<file path="config.mk">
export PLATFORM = sky130hd
export DESIGN_NAME = cmc_crc_engine_flat
export DESIGN_NICKNAME = d
export VERILOG_FILES = /design/src/hw/cmc_pkg.sv /design/src/hw/cmc_crc_if.sv /design/src/hw/cmc_crc_engine.sv /design/src/flat_wrapper.sv
export SDC_FILE = /design/constraint.sdc
export NUM_CORES = 1
export LEC_CHECK = 0
export BUFFER_PORTS_ARGS = -buffer_cell sky130_fd_sc_hd__clkbuf_2
export CAP_MARGIN = 40
export CELL_PAD_IN_SITES_DETAIL_PLACEMENT = 1
export CELL_PAD_IN_SITES_GLOBAL_PLACEMENT = 1
export CORE_MARGIN = 3
export CORE_UTILIZATION = 45
export CTS_BUF_LIST = sky130_fd_sc_hd__clkbuf_4
export CTS_CLUSTER_DIAMETER = 60
export DETAILED_ROUTE_END_ITERATION = 8
export PLACE_DENSITY = 0.78
export SLEW_MARGIN = 20
export SYNTH_ARGS = -nofsm -noshare
export SYNTH_HDL_FRONTEND = slang
export SYNTH_SLANG_ARGS = --single-unit
</file>
<file path="constraint.sdc">
create_clock -name CLK_SYS -period 2 [get_ports CLK_SYS]
set_input_delay 0.1 -clock CLK_SYS [delete_from_list [all_inputs] [get_ports CLK_SYS]]
set_output_delay 0.1 -clock CLK_SYS [all_outputs]
set_load 0.01 [all_outputs]
</file>
<file path="src/hw/cmc_pkg.sv">
// package of constants and types for the configuration memory soft error checker
package cmc_pkg;

	// ==========================================================
	// configuration memory geometry and crc
	localparam int          CMC_ADDR_W      = 12;
	localparam logic [11:0] CMC_LAST_ADDR   = 12'hFFF;
	localparam int          CMC_CRC_W       = 32;
	localparam logic [31:0] CMC_CRC_POLY    = 32'h04C11DB7;
	localparam logic [31:0] CMC_CRC_INIT    = 32'hFFFFFFFF;

	// ==========================================================
	// check clock divider: system clock 200 MHz, check clock 50 MHz
	// a fast check clock keeps one pass near 16k system cycles; slower rates only stretch it
	localparam int          CMC_SYS_MHZ     = 200;
	localparam int          CMC_CHK_KHZ     = 50000;
	localparam int          CMC_DIV_CYCLES  = (CMC_SYS_MHZ * 1000) / CMC_CHK_KHZ;
	localparam int          CMC_DIV_W       = 8;
	localparam logic [7:0]  CMC_DIV_LAST    = 8'(CMC_DIV_CYCLES - 1);
	localparam logic [7:0]  CMC_DIV_HALF    = 8'(CMC_DIV_CYCLES / 2);

	// ==========================================================
	// checker states, gray along idle -> fetch -> compare
	typedef enum logic [1:0] {
		CMC_IDLE    = 2'b00,
		CMC_FETCH   = 2'b01,
		CMC_COMPARE = 2'b11
	} cmc_state_e;

endpackage

</file>
<file path="src/hw/cmc_crc_if.sv">
// interface carrying the serial configuration bit stream into the crc engine
`timescale 1ns/1ps
`default_nettype none
interface cmc_crc_if;
	logic        clear;
	logic        bit_valid;
	logic        bit_data;
	logic [31:0] crc;

	modport ctrl (output clear, output bit_valid, output bit_data, input crc);
	modport eng  (input clear, input bit_valid, input bit_data, output crc);
endinterface
`default_nettype wire

</file>
<file path="src/hw/cmc_crc_engine.sv">
// serial crc accumulator over the fetched configuration bits
`timescale 1ns/1ps
`default_nettype none
module cmc_crc_engine
	import cmc_pkg::*;
(
	// clock and reset
	input  wire logic CLK_SYS,
	input  wire logic NRST,
	// bit stream
	cmc_crc_if.eng    crc_io
);
	logic [31:0] crc;
	logic [31:0] next_crc;
	logic        fb;

	// ==========================================================
	// one bit per valid strobe, msb-first shift
	always_comb begin
		fb = crc[31] ^ crc_io.bit_data;
		next_crc = crc;
		if (crc_io.clear) begin
			next_crc = CMC_CRC_INIT;
		end else if (crc_io.bit_valid) begin
			next_crc = {crc[30:0], 1'b0} ^ (fb ? CMC_CRC_POLY : 32'h00000000);
		end
	end

	always_ff @(posedge CLK_SYS or negedge NRST) begin
		if (!NRST) begin
			crc <= CMC_CRC_INIT;
		end else begin
			crc <= next_crc;
		end
	end

	assign crc_io.crc = crc;
endmodule
`default_nettype wire

</file>
<file path="src/flat_wrapper.sv">
// flat-port wrapper written by rule: the top's interface ports become plain ports
module cmc_crc_engine_flat import cmc_pkg::*;
  (CLK_SYS, NRST, crc_io_clear, crc_io_bit_valid, crc_io_bit_data, crc_io_crc);
  cmc_crc_if crc_io_i ();
  input  wire logic CLK_SYS;
  input  wire logic NRST;
  input wire logic [$bits(crc_io_i.clear)-1:0] crc_io_clear;
  input wire logic [$bits(crc_io_i.bit_valid)-1:0] crc_io_bit_valid;
  input wire logic [$bits(crc_io_i.bit_data)-1:0] crc_io_bit_data;
  output wire logic [$bits(crc_io_i.crc)-1:0] crc_io_crc;
  assign crc_io_i.clear = crc_io_clear;
  assign crc_io_i.bit_valid = crc_io_bit_valid;
  assign crc_io_i.bit_data = crc_io_bit_data;
  assign crc_io_crc = crc_io_i.crc;
  cmc_crc_engine u_core (.CLK_SYS(CLK_SYS), .NRST(NRST), .crc_io(crc_io_i));
endmodule
</file>
# [Yosys cells after proc, flatten, opt, wreduce, memory -nomap -nowiden]
# Index checks and enable logic that the tools add are counted.
[word_totals] register_bits=32 output_inout_bits=32 word_cells=7
[op_classes] muxes=3 n_bitwise=2 reduce_logical=1
[op_table] cell="32-bit 2-to-1 mux" count=2
[op_table] cell="32-bit XOR" count=1
[op_table] cell="27-bit 2-to-1 mux" count=1
[op_table] cell="2-bit nonzero test" count=1
[op_table] cell="1-bit XOR" count=1

# [Depth between registers and ports, before layout]
[depth] word_depth=5 depth_mapped=4 mapped_depth_nobuf=2

# [Least setup slack after synthesis]
# OpenSTA, ideal clock, no wires.
[synth_timing] path_kind="register -> register" from="register u_core.crc[31], in the netlist u_core.crc_io.crc[31]" to="register u_core.crc[10], in the netlist u_core.crc_io.crc[10]" setup_time_ns=0.082 t_arrival_ns=1.394 required_ns=1.918 path_slack_ns=0.525 path_stages_with_launch=5 n_path_buf=2 path_cell_list="dfstp_2 buf_6 buf_12 xor3_1 a211o_1"
[synth_via] elab_chain_cells=5
[synth_rtl] element="start: declaration" line_no="cmc_crc_engine.sv:13" rtl="logic [31:0] crc;"
[synth_rtl] element="start signal: assignment" line_no="cmc_crc_engine.sv:33" rtl="crc <= next_crc;"
[synth_rtl] element="1-bit XOR" line_no="cmc_crc_engine.sv:20" rtl="fb = crc[31] ^ crc_io.bit_data;"
[synth_rtl] element="27-bit 2-to-1 mux" line_no="cmc_crc_engine.sv:25" rtl="next_crc = {crc[30:0], 1'b0} ^ (fb ? CMC_CRC_POLY : 32'h00000000);"
[synth_rtl] element="32-bit XOR" line_no="cmc_crc_engine.sv:25"
[synth_rtl] element="32-bit 2-to-1 mux" line_no="cmc_crc_engine.sv:24" rtl="end else if (crc_io.bit_valid) begin"
[synth_rtl] element="32-bit 2-to-1 mux" line_no="cmc_crc_engine.sv:22" rtl="if (crc_io.clear) begin"
# No other way between the ends. The select of a mux whose other input is x is not followed.
# A chain may end at the register's enable or synchronous reset.

# [Final worst setup path]
[layout_timing] from="register u_core.crc[31], in the netlist u_core.crc_io.crc[31]" to="register u_core.crc[26], in the netlist u_core.crc_io.crc[26]"
# The elaborated chain is that of the path after synthesis.

==> metrics.txt <==
Max Clk Rate=a little over 0.6 GHz; global placement routability congestion=a little under 0.7; RSZ-0062 raised after global routing=no; Yosys cell types=9; placement row count=21; setup slack on the worst flop-to-flop path=350 ps; type of the tightest min-delay check=input port to register; Cell Count Post-Placement=193; largest driver fanout on the critical path=16; Maximum Capacitance Violations=0; TritonCTS clock tree=yes; initial antenna violation count=0; peak supply drop=between 0.0003 and 0.0004 V; Detailed Route Iter0 Violations=29; flip-flop count of the largest register after layout=32; number of buffers added by the clock tree synthesis step=5; DRC viols=0; Synth Area per Inst=14.03 sq um; capturing element type of the critical path=register; routed wirelength normalized by instance count=~16 um; vias=roughly 1100; result of the run=complete, no violations; growth of design area from synthesis to finish=14.94%; top-level I/O count=37; worst hold path endpoint=u_core.crc_io.crc[0]; Total Die Area=4613 sq um; height of the die=67.92 um; hpwl dp=2.150 mm; transition at the pin with the smallest max-transition slack=roughly 680 ps; launch instance of the worst register-to-register path=u_core.crc_io.crc[31]; Mapped Nets=between 100 and 150; placement-stage cell area=~1900 sq um; total wire length after detailed routing=~3.3 mm; reg-to-reg endpoint=u_core.crc_io.crc[26]; count of flip-flops with a built-in enable after synthesis=0; filler-free cell count of the finished design=roughly 200; startpoint type of the worst setup path=register; share of cell area taken by muxes after synthesis=0%; fin crit period=approximately 1700 ps; length in cells of the worst reg-to-reg path=2; area share of the largest cell type after synthesis=about half; post-synthesis sequential area ratio=approximately 49%; synthesized-area fraction occupied by ao, oa, aoi and oai cells=around 16%; critical path start-end classification=register to register; 1st-pass router iterations=4; number of buffers between clock root and the deepest sink=2; root buffer cell=sky130_fd_sc_hd__clkbuf_4; power density over the cells=roughly 740 nW/um^2; final design instance area without fill=between 1500 and 2000 sq um; library cell with the largest summed area after synthesis=sky130_fd_sc_hd__dfstp_2; total standard cell area after synthesis=1725 sq um; ant diodes=0; vias per cell=between 5 and 6; Regs by FF count=u_core.crc_io.crc: 32 flops; Post-Route Skew=~11 ps; simple logic cell fraction of the synthesized area=a little under an eighth; fraction of synthesized cell area in xor and xnor cells=between 10% and 20%; number of routed nets with antenna violations=0; total grt overflow=0; final worst slack=roughly 350 ps; Hold Path Cell Cnt=3; htree depth=2; length of routed wiring on met1=around 1.5 mm; routed length on met2=about 1.6 mm; starting utilization of the core area=between 40% and 50%; count of input and output buffers=36; placeable core region=around 3500 sq um; GRT Total Usage=between 10% and 20%; maximum number of pins on one net before global-route repair=between 40 and 50; total clock sinks=32; accumulated negative setup slack=0 ps; source-to-sink clock delay at the later pin of the worst-skew pair=between 300 and 400 ps; number of synthesized register bits=32; floorplan die width=approximately 68 um; final net count=161; combinational family with the most area after synthesis=XOR/XNOR gates; worst endpoint data arrival time=roughly 1900 ps; Largest Register=u_core.crc_io.crc; final worst-path cycle share=between 80 and 90%; static leakage=slightly below 1 nW; cell types occupying the most area after synthesis=sky130_fd_sc_hd__dfstp_2, sky130_fd_sc_hd__xor3_1, sky130_fd_sc_hd__a211o_1; total number of yosys warnings=0; asr flop ratio synth=100.0%; number of global-route vias before repair=approximately 1100; origin of the worst min-delay path=crc_io_bit_data; cell count after synthesis=about 120; synthesized-area fraction occupied by adder cells=0%; total of endpoints with negative setup slack in the final report=0; Final Slew Violations=0; clock-pin slew reported for the worst setup and hold paths after clock tree synthesis=~100 ps; required time of the critical path=about 2300 ps; headroom to the max-slew limit=54.93%; top cell types by occurrence after synthesis=sky130_fd_sc_hd__a211o_1, sky130_fd_sc_hd__dfstp_2, sky130_fd_sc_hd__nor2b_1, sky130_fd_sc_hd__xor3_1; highest routed metal layer=met4; final core utilization=a little under three fifths; met3 wire len=roughly 150 um; final-report hold violation count=0; wire length of the first global-routing pass=~5.4 mm; Top FF cell, synth=sky130_fd_sc_hd__dfstp_2; share of cells above drive strength 1=about half; worst setup slack before clock tree synthesis=between 300 and 400 ps
metal layers:
metal  vias up  global-route usage [%]
met5         -                       0
met4         0                   7.444
met3         5                   4.105
met2        27                   24.79
met1       552                   21.30
li1        507                       -
cell usage in the layout (no fill, tap or decap):
cell type / count
sky130_fd_sc_hd__xor3_1: 13
sky130_fd_sc_hd__clkbuf_2: 36
sky130_fd_sc_hd__nor2b_1: 32
sky130_fd_sc_hd__dlygate4sd3_1: 1
sky130_fd_sc_hd__buf_12: 2
sky130_fd_sc_hd__dfstp_2: 32
sky130_fd_sc_hd__a211o_1: 32
sky130_fd_sc_hd__clkinv_1: 1
sky130_fd_sc_hd__clkbuf_4: 7
sky130_fd_sc_hd__xor2_1: 1
through the flow:
stage | power (W) | hold slack (ps)
after detailed placement | 0.001110 | 570.3
final | 0.001464 | 375.3
after CTS | 0.001488 | 256.5
after floorplan | 0.001013 | -47.84
after global placement | 0.001091 | 567.1
after global routing | 0.001551 | 430.2
cells by family (layout without fill, tap and decap cells):
family                    after synthesis  after routing
AOI/OAI and AO/OA                      32             32
DFF                                    32             32
and+or+nand+nor                        32             32
xor gates and xnor gates               14             14
buffers and inverters                  13             47
final cells by class:
| type | instances | area [sq um] |
|---|---|---|
| fillers | 391 | 1538 |
| multi-input cells | 78 | 798.3 |
| flip-flops and latches | 32 | 840.8 |
| well taps | 46 | 57.56 |
| repair buffers | 39 | 230.2 |
| clock inverters | 1 | 3.754 |
| clock buffers | 7 | 52.55 |
worst max path at each step:
stage	slack, ps	to	cells after the start	start
finish	350	u_core.crc_io.crc[26]	2	u_core.crc_io.crc[31]
global route	280	u_core.crc_io.crc[7]	2	u_core.crc_io.crc[31]
CTS	330	u_core.crc_io.crc[26]	2	u_core.crc_io.crc[31]
detailed placement	340	u_core.crc_io.crc[26]	2	u_core.crc_io.crc[31]
global placement	390	u_core.crc_io.crc[12]	2	u_core.crc_io.crc[31]
floorplan	520	u_core.crc_io.crc[10]	4	u_core.crc_io.crc[31]
power by group:
group / internal [W] / total (W) / leakage, nW / switching, W
registers: 0.000736 / 0.000786 / 0.337 / 0.0000496
clock network: 0.000162 / 0.000365 / 0.0338 / 0.000203
logic: 0.000179 / 0.000313 / 0.591 / 0.000133
total: 0.00108 / 0.00146 / 0.962 / 0.000386
timing repair:
action | 4_1_cts | 5_1_grt
hold buffers | 0 | 1
gates resized for setup | 0 | 0
setup buffers | 0 | 0
hold endpoints to repair | 0 | 32
worst max-delay path, cell delays in order (launching register included):
cell,delay [ps]
sky130_fd_sc_hd__dfstp_2,860
sky130_fd_sc_hd__xor3_1,420
sky130_fd_sc_hd__a211o_1,300
Note: power is estimated with default switching activity, not from simulation.
